[config.mk]
export PLATFORM = sky130hd
export DESIGN_NAME = pxb_crossbar
export DESIGN_NICKNAME = d
export VERILOG_FILES = /design/src/pxb_crossbar.v /design/src/pxb_pin_cell.v
export VERILOG_INCLUDE_DIRS = /design/src /design/src/inc
export SDC_FILE = /design/constraint.sdc
export NUM_CORES = 2
export LEC_CHECK = 0
export BUFFER_PORTS_ARGS = -buffer_cell sky130_fd_sc_hd__buf_2
export CORE_MARGIN = 1
export CORE_UTILIZATION = 40
export DETAILED_ROUTE_END_ITERATION = 6
export PLACE_DENSITY_LB_ADDON = 0.15
export SLEW_MARGIN = 20
export SYNTH_ARGS = -nofsm -noshare
export SYNTH_HDL_FRONTEND = slang
export SYNTH_SLANG_ARGS = --single-unit
[constraint.sdc]
create_clock -name core_clk -period 6.88 [get_ports core_clk]
set_input_delay 0.344 -clock core_clk [delete_from_list [all_inputs] [get_ports core_clk]]
set_output_delay 0.344 -clock core_clk [all_outputs]
set_load 0.02 [all_outputs]
[src/inc/pxb_map.vh]
`ifndef PXB_MAP_VH
`define PXB_MAP_VH

// ----------------------------------------------------------------
// Pin and peripheral counts
// ----------------------------------------------------------------
`define PXB_XB_PINS      32
`define PXB_ALL_PINS     40
`define PXB_NUM_PERIPH   25
`define PXB_IDX_W        5
`define PXB_PCA_MAX      5

// ----------------------------------------------------------------
// Routing word A bit positions
// ----------------------------------------------------------------
`define PXB_A_SER_A      0
`define PXB_A_SPI        1
`define PXB_A_TW_A       2
`define PXB_A_SYS_CK     3
`define PXB_A_CMP0       4
`define PXB_A_CMP0_AS    5
`define PXB_A_CMP1       6
`define PXB_A_CMP1_AS    7

// ----------------------------------------------------------------
// Routing word B bit positions
// ----------------------------------------------------------------
`define PXB_B_PCA_LSB    0
`define PXB_B_PCA_MSB    2
`define PXB_B_PCA_EXT    3
`define PXB_B_TMR0       4
`define PXB_B_TMR1       5
`define PXB_B_GLOBAL_EN  6
`define PXB_B_PULLUP_DIS 7

// ----------------------------------------------------------------
// Routing word C bit positions
// ----------------------------------------------------------------
`define PXB_C_SER_B      0
`define PXB_C_TW_B       1

// ----------------------------------------------------------------
// Peripheral signal indices, in crossbar priority order
// ----------------------------------------------------------------
`define PXB_P_SER_A_TX   0
`define PXB_P_SER_A_RX   1
`define PXB_P_SPI_CK     2
`define PXB_P_SPI_MI     3
`define PXB_P_SPI_MO     4
`define PXB_P_SPI_SS     5
`define PXB_P_TW_A_DAT   6
`define PXB_P_TW_A_CLK   7
`define PXB_P_CMP0       8
`define PXB_P_CMP0_AS    9
`define PXB_P_CMP1       10
`define PXB_P_CMP1_AS    11
`define PXB_P_SYS_CK     12
`define PXB_P_PCA_CH0    13
`define PXB_P_PCA_EXT    18
`define PXB_P_TMR0       19
`define PXB_P_TMR1       20
`define PXB_P_SER_B_TX   21
`define PXB_P_SER_B_RX   22
`define PXB_P_TW_B_DAT   23
`define PXB_P_TW_B_CLK   24

// ----------------------------------------------------------------
// Fixed pins and reset values
// ----------------------------------------------------------------
`define PXB_SER_A_TX_PIN 4
`define PXB_SER_A_RX_PIN 5
`define PXB_RST_OE_N     1'b1
`define PXB_RST_LOW      1'b0

`endif

[src/pxb_crossbar.v]
// What this block does
// - Analog pin: no pull-up, driver or receiver
// - Input-mode bit 1 digital, 0 analog
// - All pins are digital inputs after reset
// - Output-mode bit picks open drain/push-pull, except on two-wire bus pins
// - Two-wire bus pins always drive open drain
// - Pull-up disable 0 pulls up open-drain pins
// - Pull-up off on pins driving 0
// - Global enable bit 1 enables crossbar
// - Disabled crossbar leaves ports 0-3 pins as plain inputs
// - Ports 0-3 drivers off while crossbar disabled
// - Port 4 always general purpose
// - Skip bit 1 makes crossbar pass pin, except first serial port pins 4,5
// - Lowest free unskipped pin, fixed priority order
// - First serial port fixed at port 0 pins 4,5
// - Two-wire and serial ports assigned as pairs
`timescale 1ns/10ps
`include "pxb_map.vh"

module pxb_crossbar #(
  parameter XB_PINS  = `PXB_XB_PINS,
  parameter ALL_PINS = `PXB_ALL_PINS,
  parameter NPER     = `PXB_NUM_PERIPH,
  parameter IDX_W    = `PXB_IDX_W
) (
  input  wire                   core_clk,
  input  wire                   arst_n,
  input  wire [ALL_PINS-1:0]    port_input_mode,
  input  wire [ALL_PINS-1:0]    port_output_mode,
  input  wire [XB_PINS-1:0]     port_skip_mask,
  input  wire [ALL_PINS-1:0]    port_latch,
  input  wire [7:0]             crossbar_route_a,
  input  wire [7:0]             crossbar_route_b,
  input  wire [1:0]             crossbar_route_c,
  input  wire                   spi_nss_pinned,
  input  wire [NPER-1:0]        periph_out,
  input  wire [NPER-1:0]        periph_drive,
  output reg  [NPER-1:0]        periph_in,
  input  wire [ALL_PINS-1:0]    pad_in,
  output wire [ALL_PINS-1:0]    pad_out,
  output wire [ALL_PINS-1:0]    pad_oe_n,
  output wire [ALL_PINS-1:0]    pad_pullup_en,
  output wire [XB_PINS-1:0]     pin_assigned,
  output wire [XB_PINS*IDX_W-1:0] pin_owner
);

  // ----------------------------------------------------------------
  // Control fields
  // ----------------------------------------------------------------
  wire       crossbar_global_enable;
  wire       pullup_disable;
  wire [2:0] pca_mode;
  wire [2:0] pca_cnt;

  assign crossbar_global_enable =
    crossbar_route_b[`PXB_B_GLOBAL_EN];
  assign pullup_disable = crossbar_route_b[`PXB_B_PULLUP_DIS];
  assign pca_mode =
    crossbar_route_b[`PXB_B_PCA_MSB:`PXB_B_PCA_LSB];
  // Reserved codes above the channel count route nothing
  assign pca_cnt = (pca_mode <= 3'h5) ? pca_mode : 3'h0;

  // ----------------------------------------------------------------
  // Peripheral selection vector, priority order
  // ----------------------------------------------------------------
  reg [NPER-1:0] sel_w;
  integer        k;

  always @* begin
    sel_w = {NPER{1'b0}};
    // Serial and two-wire ports select both of their pins
    sel_w[`PXB_P_SER_A_TX] = crossbar_route_a[`PXB_A_SER_A];
    sel_w[`PXB_P_SER_A_RX] = crossbar_route_a[`PXB_A_SER_A];
    sel_w[`PXB_P_SPI_CK]   = crossbar_route_a[`PXB_A_SPI];
    sel_w[`PXB_P_SPI_MI]   = crossbar_route_a[`PXB_A_SPI];
    sel_w[`PXB_P_SPI_MO]   = crossbar_route_a[`PXB_A_SPI];
    sel_w[`PXB_P_SPI_SS]   = crossbar_route_a[`PXB_A_SPI]
                           & spi_nss_pinned;
    sel_w[`PXB_P_TW_A_DAT] = crossbar_route_a[`PXB_A_TW_A];
    sel_w[`PXB_P_TW_A_CLK] = crossbar_route_a[`PXB_A_TW_A];
    sel_w[`PXB_P_CMP0]     = crossbar_route_a[`PXB_A_CMP0];
    sel_w[`PXB_P_CMP0_AS]  = crossbar_route_a[`PXB_A_CMP0_AS];
    sel_w[`PXB_P_CMP1]     = crossbar_route_a[`PXB_A_CMP1];
    sel_w[`PXB_P_CMP1_AS]  = crossbar_route_a[`PXB_A_CMP1_AS];
    sel_w[`PXB_P_SYS_CK]   = crossbar_route_a[`PXB_A_SYS_CK];
    for (k = 0; k < `PXB_PCA_MAX; k = k + 1) begin
      sel_w[`PXB_P_PCA_CH0 + k] = (pca_cnt > k[2:0]);
    end
    sel_w[`PXB_P_PCA_EXT]  = crossbar_route_b[`PXB_B_PCA_EXT];
    sel_w[`PXB_P_TMR0]     = crossbar_route_b[`PXB_B_TMR0];
    sel_w[`PXB_P_TMR1]     = crossbar_route_b[`PXB_B_TMR1];
    sel_w[`PXB_P_SER_B_TX] = crossbar_route_c[`PXB_C_SER_B];
    sel_w[`PXB_P_SER_B_RX] = crossbar_route_c[`PXB_C_SER_B];
    sel_w[`PXB_P_TW_B_DAT] = crossbar_route_c[`PXB_C_TW_B];
    sel_w[`PXB_P_TW_B_CLK] = crossbar_route_c[`PXB_C_TW_B];
  end

  // ----------------------------------------------------------------
  // Priority decoder
  // ----------------------------------------------------------------
  reg [XB_PINS-1:0]       taken_w;
  reg [XB_PINS-1:0]       used_d;
  reg [XB_PINS*IDX_W-1:0] owner_d;
  reg                     found_w;
  integer                 p;

  localparam [IDX_W-1:0] SER_TX_OWN = `PXB_P_SER_A_TX;
  localparam [IDX_W-1:0] SER_RX_OWN = `PXB_P_SER_A_RX;
  integer                 i;

  always @* begin
    taken_w = port_skip_mask;
    used_d  = {XB_PINS{1'b0}};
    owner_d = {(XB_PINS*IDX_W){1'b0}};
    found_w = 1'b0;
    // First serial port ignores skip bits and claims its pins first
    if (sel_w[`PXB_P_SER_A_TX]) begin
      taken_w[`PXB_SER_A_TX_PIN] = 1'b1;
      taken_w[`PXB_SER_A_RX_PIN] = 1'b1;
      used_d[`PXB_SER_A_TX_PIN]  = 1'b1;
      used_d[`PXB_SER_A_RX_PIN]  = 1'b1;
      owner_d[`PXB_SER_A_TX_PIN*IDX_W +: IDX_W] = SER_TX_OWN;
      owner_d[`PXB_SER_A_RX_PIN*IDX_W +: IDX_W] = SER_RX_OWN;
    end
    // Pair members are adjacent in priority, so they land together
    for (p = `PXB_P_SPI_CK; p < NPER; p = p + 1) begin
      found_w = 1'b0;
      if (sel_w[p]) begin
        for (i = 0; i < XB_PINS; i = i + 1) begin
          if (!found_w && !taken_w[i]) begin
            taken_w[i] = 1'b1;
            used_d[i]  = 1'b1;
            owner_d[i*IDX_W +: IDX_W] = p[IDX_W-1:0];
            found_w    = 1'b1;
          end
        end
      end
    end
  end

  // ----------------------------------------------------------------
  // Registered assignment
  // ----------------------------------------------------------------
  reg [XB_PINS-1:0]       used_q;
  reg [XB_PINS*IDX_W-1:0] owner_q;
  reg                     en_q;

  // A full recompute each cycle keeps the map in step with settings
  always @(posedge core_clk or negedge arst_n) begin
    if (!arst_n) begin
      used_q  <= {XB_PINS{1'b0}};
      owner_q <= {(XB_PINS*IDX_W){1'b0}};
      en_q    <= 1'b0;
    end else begin
      used_q  <= used_d;
      owner_q <= owner_d;
      en_q    <= crossbar_global_enable;
    end
  end

  assign pin_assigned = used_q & {XB_PINS{en_q}};
  assign pin_owner    = owner_q;

  // ----------------------------------------------------------------
  // Pin cells
  // ----------------------------------------------------------------
  wire [ALL_PINS-1:0] pin_in_w;

  genvar g;
  generate
    for (g = 0; g < ALL_PINS; g = g + 1) begin : g_pin
      wire             gate_w;
      wire             psel_w;
      wire             pdrv_w;
      wire             pval_w;
      wire             fod_w;
      wire [IDX_W-1:0] own_w;
      if (g < XB_PINS) begin : g_xb
        assign own_w  = owner_q[g*IDX_W +: IDX_W];
        // Routing only counts while the crossbar is on
        assign psel_w = en_q & used_q[g];
        assign gate_w = en_q;
        assign pdrv_w = periph_drive[own_w];
        assign pval_w = periph_out[own_w];
        assign fod_w  = psel_w & ((own_w == `PXB_P_TW_A_DAT)
                      | (own_w == `PXB_P_TW_A_CLK)
                      | (own_w == `PXB_P_TW_B_DAT)
                      | (own_w == `PXB_P_TW_B_CLK));
      end else begin : g_gp
        assign own_w  = {IDX_W{1'b0}};
        assign psel_w = 1'b0;
        assign gate_w = 1'b1;
        assign pdrv_w = 1'b0;
        assign pval_w = 1'b0;
        assign fod_w  = 1'b0;
      end
      pxb_pin_cell u_cell (
        .core_clk       (core_clk),
        .arst_n         (arst_n),
        .digital_mode   (port_input_mode[g]),
        .push_pull      (port_output_mode[g]),
        .force_od       (fod_w),
        .drv_gate       (gate_w),
        .periph_sel     (psel_w),
        .periph_drive   (pdrv_w),
        .periph_val     (pval_w),
        .latch_val      (port_latch[g]),
        .pullup_disable (pullup_disable),
        .pad_in         (pad_in[g]),
        .pad_out_q      (pad_out[g]),
        .pad_oe_n_q     (pad_oe_n[g]),
        .pullup_en_q    (pad_pullup_en[g]),
        .pin_in_q       (pin_in_w[g])
      );
    end
  endgenerate

  // ----------------------------------------------------------------
  // Return path from pads to peripherals
  // ----------------------------------------------------------------
  reg [NPER-1:0] back_w;
  integer        j;

  // Unrouted peripheral inputs read 0; one extra cycle of latency
  always @* begin
    back_w = {NPER{1'b0}};
    for (j = 0; j < XB_PINS; j = j + 1) begin
      if (en_q && used_q[j]) begin
        back_w[owner_q[j*IDX_W +: IDX_W]] = pin_in_w[j];
      end
    end
  end

  always @(posedge core_clk or negedge arst_n) begin
    if (!arst_n) begin
      periph_in <= {NPER{1'b0}};
    end else begin
      periph_in <= back_w;
    end
  end

endmodule

[src/pxb_pin_cell.v]
`timescale 1ns/10ps
`include "pxb_map.vh"

module pxb_pin_cell (
  input  wire core_clk,
  input  wire arst_n,
  input  wire digital_mode,
  input  wire push_pull,
  input  wire force_od,
  input  wire drv_gate,
  input  wire periph_sel,
  input  wire periph_drive,
  input  wire periph_val,
  input  wire latch_val,
  input  wire pullup_disable,
  input  wire pad_in,
  output reg  pad_out_q,
  output reg  pad_oe_n_q,
  output reg  pullup_en_q,
  output reg  pin_in_q
);

  // ----------------------------------------------------------------
  // Driver and pull-up decision
  // ----------------------------------------------------------------
  wire val_w;
  wire od_w;
  wire drive_on_w;
  wire pull_w;

  // A routed input-only peripheral releases the pin like a latch of 1
  assign val_w = periph_sel ? (periph_drive ? periph_val : 1'b1)
                            : latch_val;
  assign od_w = force_od | ~push_pull;
  // Analog pins and gated ports never drive
  assign drive_on_w = digital_mode & drv_gate
                    & (od_w ? ~val_w : 1'b1);
  // Open drain only drives when low, so driving means driving 0
  assign pull_w = digital_mode & ~pullup_disable & od_w
                & ~drive_on_w;

  // ----------------------------------------------------------------
  // Pad registers
  // ----------------------------------------------------------------
  always @(posedge core_clk or negedge arst_n) begin
    if (!arst_n) begin
      pad_out_q   <= `PXB_RST_LOW;
      pad_oe_n_q  <= `PXB_RST_OE_N;
      pullup_en_q <= `PXB_RST_LOW;
      pin_in_q    <= `PXB_RST_LOW;
    end else begin
      pad_out_q   <= od_w ? 1'b0 : val_w;
      pad_oe_n_q  <= ~drive_on_w;
      pullup_en_q <= pull_w;
      pin_in_q    <= digital_mode & pad_in;
    end
  end

endmodule

**Word-level counts from Yosys, hierarchy flattened**

Cells that the tools add are included.

- Register bits: 370
- Input port bits: 263
- Output and inout port bits: 337
- Logic and storage cells: 9335

- Order comparisons: 70
- Equal/unequal tests: 128
- Multiplexer cells: 6238
- Bitwise operators: 540
- Reductions and logical operators: 2203

Operators with widths:

| cell | number |
|---|---|
| two-way mux 5 bit | 1442 |
| two-way mux 1 bit | 4535 |
| two-way mux 160 bit | 23 |
| two-way mux 32 bit | 45 |
| logical NOT 1 bit | 1426 |
| two-way mux 25 bit | 32 |
| logical AND 1 bit | 777 |
| bitwise mux 25 bit | 31 |
| binary-select mux 1 bit (select 5 bit) | 64 |
| equality test 5 x 3 -> 1 bit, second input constant | 64 |
| equality test 5 bit, second input constant | 64 |
| bitwise AND 1 bit | 289 |
| less-than comparator 5 x 6 -> 1 bit, second input constant | 32 |
| demux 1 bit (select 5 bit) | 32 |
| greater-or-equal comparator 5 x 1 -> 1 bit, second input constant | 32 |
| bitwise OR 1 bit | 128 |
| NOT 1 bit | 121 |
| two-way mux 2 bit | 32 |
| bitwise AND 32 bit | 1 |
| bitwise AND 25 bit | 1 |
| greater-than comparator 3 x 1 -> 1 bit, second input constant | 2 |
| greater-than comparator 3 x 2 -> 1 bit, second input constant | 2 |
| two-way mux 6 bit | 1 |
| greater-than comparator 3 bit, second input constant | 1 |
| other kinds (2) | 2 |

**Longest topological paths before layout**

- Word-level depth: 2921
- Mapped depth: 49
- Gate-level depth less buffers: 35

**By module**

From an unflattened synthesis, not the netlist that was laid out.

- Cells, all modules: 8486
- Area total of the unflattened synthesis: 64660.8 µm²

By module, submodules not included:

| module | instances | cells each | area an instance (µm²) | sequential area each (µm²) |
|---|---|---|---|---|
| pxb_crossbar | 1 | 7926 | 57403.8 | 5455.2 |
| pxb_pin_cell | 40 | 14 | 181.4 | 101.3 |

**Worst setup path before layout**

OpenSTA, ideal clock, no wires.

- Path type: input-to-reg
- Start: input port port_skip_mask[0]
- End: register used_q[30]
- Setup time: 0.139 ns
- Arrival time: 9.447 ns
- Data required time: 6.741 ns
- Path slack: -2.706 ns
- Stages on the path: 43
- Path buffers: 10
- Cell sequence: buf_4 buf_8 buf_8 nand2_1 a221o_1 buf_6 maj3_2 a221oi_2 o211a_1 buf_4 nand3_1 a21o_1 maj3_1 a211o_1 maj3_2 a21oi_2 a21oi_1 or4_4 [... 7 more ...] o31a_1 and2_1 buf_6 a221oi_4 o211ai_2 a211oi_2 a21oi_1 o21ai_2 o31a_4 buf_6 nand4_1 a21oi_1 a211oi_2 or2_1 buf_4 mux2i_1 a31o_1 or4_1

- Word-level cells in the longest chain between the ends: 233
- Elaborated cells on any way between the ends: 4863
- Those cells by class: 2823 x mux; 2040 x reduce/logical

RTL lines:

| what | line | source |
|---|---|---|
| from (decl) | pxb_crossbar.v:30 | `input wire [XB_PINS-1:0] port_skip_mask,` |
| two-way mux 1 bit | pxb_crossbar.v:130 | `if (!found_w && !taken_w[i]) begin` |
| two-way mux 1 bit | pxb_crossbar.v:128 | `if (sel_w[p]) begin` |
| logical NOT 1 bit | pxb_crossbar.v:130 |  |
| logical AND 1 bit | pxb_crossbar.v:130 |  |
| two-way mux 1 bit | pxb_crossbar.v:130 |  |
| two-way mux 1 bit | pxb_crossbar.v:128 |  |
| two-way mux 32 bit / logical NOT 1 bit (equally long branches) | pxb_crossbar.v:128, pxb_crossbar.v:130 |  |
| logical NOT 1 bit / logical AND 1 bit (equally long branches) | pxb_crossbar.v:130 |  |
| [... 218 more ...] | -- |  |
| two-way mux 1 bit, on equally long branches | pxb_crossbar.v:130, pxb_crossbar.v:128 |  |
| two-way mux 1 bit / two-way mux 32 bit (equally long branches) | pxb_crossbar.v:128 |  |
| logical NOT 1 bit | pxb_crossbar.v:130 |  |
| logical AND 1 bit | pxb_crossbar.v:130 |  |
| two-way mux 1 bit | pxb_crossbar.v:130 |  |
| two-way mux 1 bit | pxb_crossbar.v:128 |  |
| two-way mux 32 bit * | pxb_crossbar.v:128 |  |
| named net used_d[30] | pxb_crossbar.v:102 | `reg [XB_PINS-1:0] used_d;` |
| to (signal assigned) | pxb_crossbar.v:151 | `used_q <= {XB_PINS{1'b0}};` |
| to (signal assigned) | pxb_crossbar.v:155 | `used_q <= used_d;` |
| to (decl) | pxb_crossbar.v:144 | `reg [XB_PINS-1:0] used_q;` |

Mark *: on every way through the listed nets, which the timed path passes. The rest lies on a longest branch. The select of a mux whose other input is x is not followed.

**Worst setup path after layout**

- Start: input port port_skip_mask[5]
- End: register used_q[30]

- Word-level cells in the longest chain between the ends: 216
- Elaborated cells on any way between the ends: 4132
- Those cells by class: 2386 x mux; 1746 x reduce/logical

RTL lines:

| what | line | source |
|---|---|---|
| two-way mux 2 bit * | pxb_crossbar.v:117 | `` if (sel_w[`PXB_P_SER_A_TX]) begin `` |
| logical NOT 1 bit | pxb_crossbar.v:130 |  |
| logical AND 1 bit | pxb_crossbar.v:130 |  |
| two-way mux 1 bit | pxb_crossbar.v:130 |  |
| two-way mux 1 bit | pxb_crossbar.v:128 |  |
| two-way mux 32 bit / logical NOT 1 bit (equally long branches) | pxb_crossbar.v:128, pxb_crossbar.v:130 |  |
| logical NOT 1 bit / logical AND 1 bit (equally long branches) | pxb_crossbar.v:130 |  |
| logical AND 1 bit / two-way mux 1 bit (equally long branches) | pxb_crossbar.v:130 |  |
| [... 201 more ...] | -- |  |
| two-way mux 1 bit, on equally long branches | pxb_crossbar.v:130, pxb_crossbar.v:128 |  |
| two-way mux 1 bit / two-way mux 32 bit (equally long branches) | pxb_crossbar.v:128 |  |
| logical NOT 1 bit | pxb_crossbar.v:130 |  |
| logical AND 1 bit | pxb_crossbar.v:130 |  |
| two-way mux 1 bit | pxb_crossbar.v:130 |  |
| two-way mux 1 bit | pxb_crossbar.v:128 |  |
| two-way mux 32 bit * | pxb_crossbar.v:128 |  |
| named net used_d[30] | pxb_crossbar.v:102 |  |

Marks and branches as above.

==> results.json <==
{
  "critPathKind": "primary input to register",
  "n_fill_cell": 12600,
  "start_util": 0.405,
  "cts.sinks": 370,
  "wl_per_cell_um": 27.9,
  "cap_violations": 0,
  "die_y_um": 387,
  "clk_pin_slew_ns": 0.06,
  "crit_path_frequent_cell": "buf_4",
  "layout-drive-gt1-share": 0.443,
  "synth_top_cell_area_share": 0.140,
  "crit_path_end_kind": "register",
  "maxSlewHeadroom": 0.125,
  "area.growth.synth_to_final_pct": 53.7,
  "violations": "DRC, setup timing",
  "ys_types": 160,
  "required_ns": 7.35,
  "cpPeakStageDelay_ns": 0.53,
  "crit_path_max_fanout": 6,
  "ys.flop_type": "dfrtp_1",
  "period_share": 1.40,
  "grt_max_degree": 149,
  "synthTopCellsByCount": "nand2_1, nor2_1, a21oi_1",
  "async_reset_ff_frac": 1.00,
  "drtAntennaViolNets": 0,
  "synth_most_common_cell": "nand2_1",
  "grt_pass1_wl_um": 514000,
  "grtUsageTotal": 0.451,
  "status": "finished with violations",
  "timing.fmax_ghz": 0.104,
  "clk_path_buf_depth": 3,
  "hp-class": "primary input to register",
  "port_buffers": 591,
  "worst_ep_arrival_time_ns": 10.11,
  "fin_hold_ws_ns": 0.0270,
  "num_rows": 140,
  "clk_latency_ns": 0.63,
  "wirelength_um": 360000,
  "gp_congestion": 1.07,
  "synth-warning-count": 0,
  "place_hpwl_um": 272000,
  "cts_tree": "yes",
  "cts_root_buffer": "clkbuf_16",
  "p_leak_nw": 38.5,
  "yosysTopAreaCell": "dfrtp_1",
  "hold_viol_final": 0,
  "cp-start-kind": "primary input",
  "ys_seq_area_frac": 0.157,
  "drv_slew": 0,
  "power_density_nw_per_um2": 190,
  "fin_crit_ns": 9.64,
  "rsz0062_at_grt": "yes",
  "syn-num-nets": 8388,
  "fin_util": 0.622,
  "antenna_found_initial": 27,
  "grt_pass1_vias": 79000,
  "synth_area_um2": 59200,
  "cts.htree.levels": 2,
  "nNetsFinal": 11200,
  "ir_worst_vdd_v": 0.000172,
  "drt_iter0_drc": 11100,
  "cts_made_buffers": 41,
  "skew_ns": 0.0346,
  "worst-slew-pin-transition_ns": 1.31,
  "dieArea_um2": 149000,
  "synth_seq_cells": 370,
  "synth_area_leaders": "dfrtp_1, mux4_2, nand2_1",
  "die_x_um": 387,
  "design.core.area_um2": 146000,
  "route.detailed.drc": 6,
  "via_count": 84100,
  "syn-instance-count": 8125,
  "synth.avg_cell_area_um2": 7.28,
  "drtPass1Iterations": 7,
  "final-setup-viol-count": 129,
  "crit_slowest_cell": "or4_1",
  "viasPerCell": 6.52,
  "io_pins": 600,
  "fin_ws_ns": -2.76,
  "grt_overflow": 0,
  "synth-edff-count": 0
}
[final cells by class]
cell class	count	area (µm²)	share of cell area
Multi-Input combinational cell	6937	51300	0.564
Inverter	122	458	0.00503
Clock inverter	17	178	0.00195
Timing Repair Buffer	3471	26100	0.287
Clock buffer	56	1170	0.0129
Tap cell	1917	2400	0.0264
Sequential cell	370	9320	0.102
Antenna cell	9	22.5	0.000248
[through the flow]
stage | cell area, µm² | setup WS (ns) | TNS (ns) | std cells | power, W
after floorplan | 59700 | -2.46 | -129.79 | 8125 | 0.00830
after global placement | 79100 | -3.26 | -238.62 | 12300 | 0.0127
after detailed placement | 79100 | -3.58 | -267.15 | 12300 | 0.0128
after CTS | 88500 | -1.97 | -106.23 | 12800 | 0.0161
after global routing | 90900 | -3.09 | -208.64 | 12900 | 0.0178
final | 91000 | -2.76 | -176.10 | 12900 | 0.0173
[placed cells by master (no fill, tap or decap), drive strengths merged, types with 58 or more instances in the layout]
master	instances
dlygate4sd3	103
o211ai	210
o21a	58
inv	116
dfrtp	330
a31oi	172
a211oi	142
buf	3367
nor2b	109
mux4	236
a22oi	82
or3	96
and2	156
nor3	304
a21oi	595
o21ai	568
and3	86
nand3b	68
o22ai	135
o221ai	94
or2	95
a21o	79
maj3	77
nor2	986
nand2b	112
mux2i	95
nand3	303
nand2	1010
o31ai	83
[report_power, final]
| part | internal [W] | total [W] | switching (W) |
|---|---|---|---|
| clock | 0.00128 | 0.00230 | 0.00102 |
| combinational | 0.00490 | 0.0116 | 0.00671 |
| sequential | 0.00251 | 0.00337 | 0.000856 |
[registers in the layout (all words and copies together) (netlist names)]
signal and count:
en_q 1, g_pin.u_cell.pad_oe_n_q 40, g_pin.u_cell.pad_out_q 40, g_pin.u_cell.pin_in_q 32, g_pin.u_cell.pullup_en_q 40, periph_in 25, pin_owner 160, used_q 32
[critical path: cells and delay by family]
family	cells	cell delay (ns)
AOI/OAI and AO/OA	21	4.16
and+or+nand+nor	11	2.62
buffers and inverters	15	2.23
adders and majority gates	2	0.70
[what timing repair did]
item | in CTS | in global routing
endpoints found under the setup margin | 134 | 142
pin swaps | 367 | 157
hold endpoints to repair | 169 | 0
resized for setup | 974 | 345
hold buffers | 103 | 0
gates cloned | 2 | 1
setup buffers | 360 | 125
[final timing paths]
kind,from,endpoint,slack [ns],depth (start not counted)
setup / recovery,port_skip_mask[5],used_q[30],-2.76,49
hold / removal,pad_in[27],g_pin[27].u_cell.pin_in_q,0.03,2
setup reg to reg,pin_owner[9],periph_in[24],-0.68,35
hold reg to reg,pin_owner[38],g_pin[7].u_cell.pullup_en_q,0.86,2
max in group asynchronous,arst_n,pin_owner[120],5.19,3
min in group asynchronous,arst_n,g_pin[10].u_cell.pin_in_q,0.32,2
[cell families after synthesis]
| kind of cell | count (synthesis) | synth area share |
|---|---|---|
| and+or+nand+nor | 3624 | 0.302 |
| muxes | 359 | 0.111 |
| AOI/OAI and AO/OA | 2853 | 0.344 |
| DFF | 370 | 0.157 |
| xor gates and xnor gates | 24 | 0.00355 |
| buffers and inverters | 818 | 0.0685 |
| adders and majority gates | 77 | 0.0133 |
[per-layer routing]
metal,up-vias,routed length [µm],track usage
met5,-,66,0
met1,40600,145000,0.602
met3,1176,44800,0.132
li1,36800,-,-
met4,10,21700,0.214
met2,5505,148000,0.662
No activity file was read; power rests on OpenSTA's default activity.
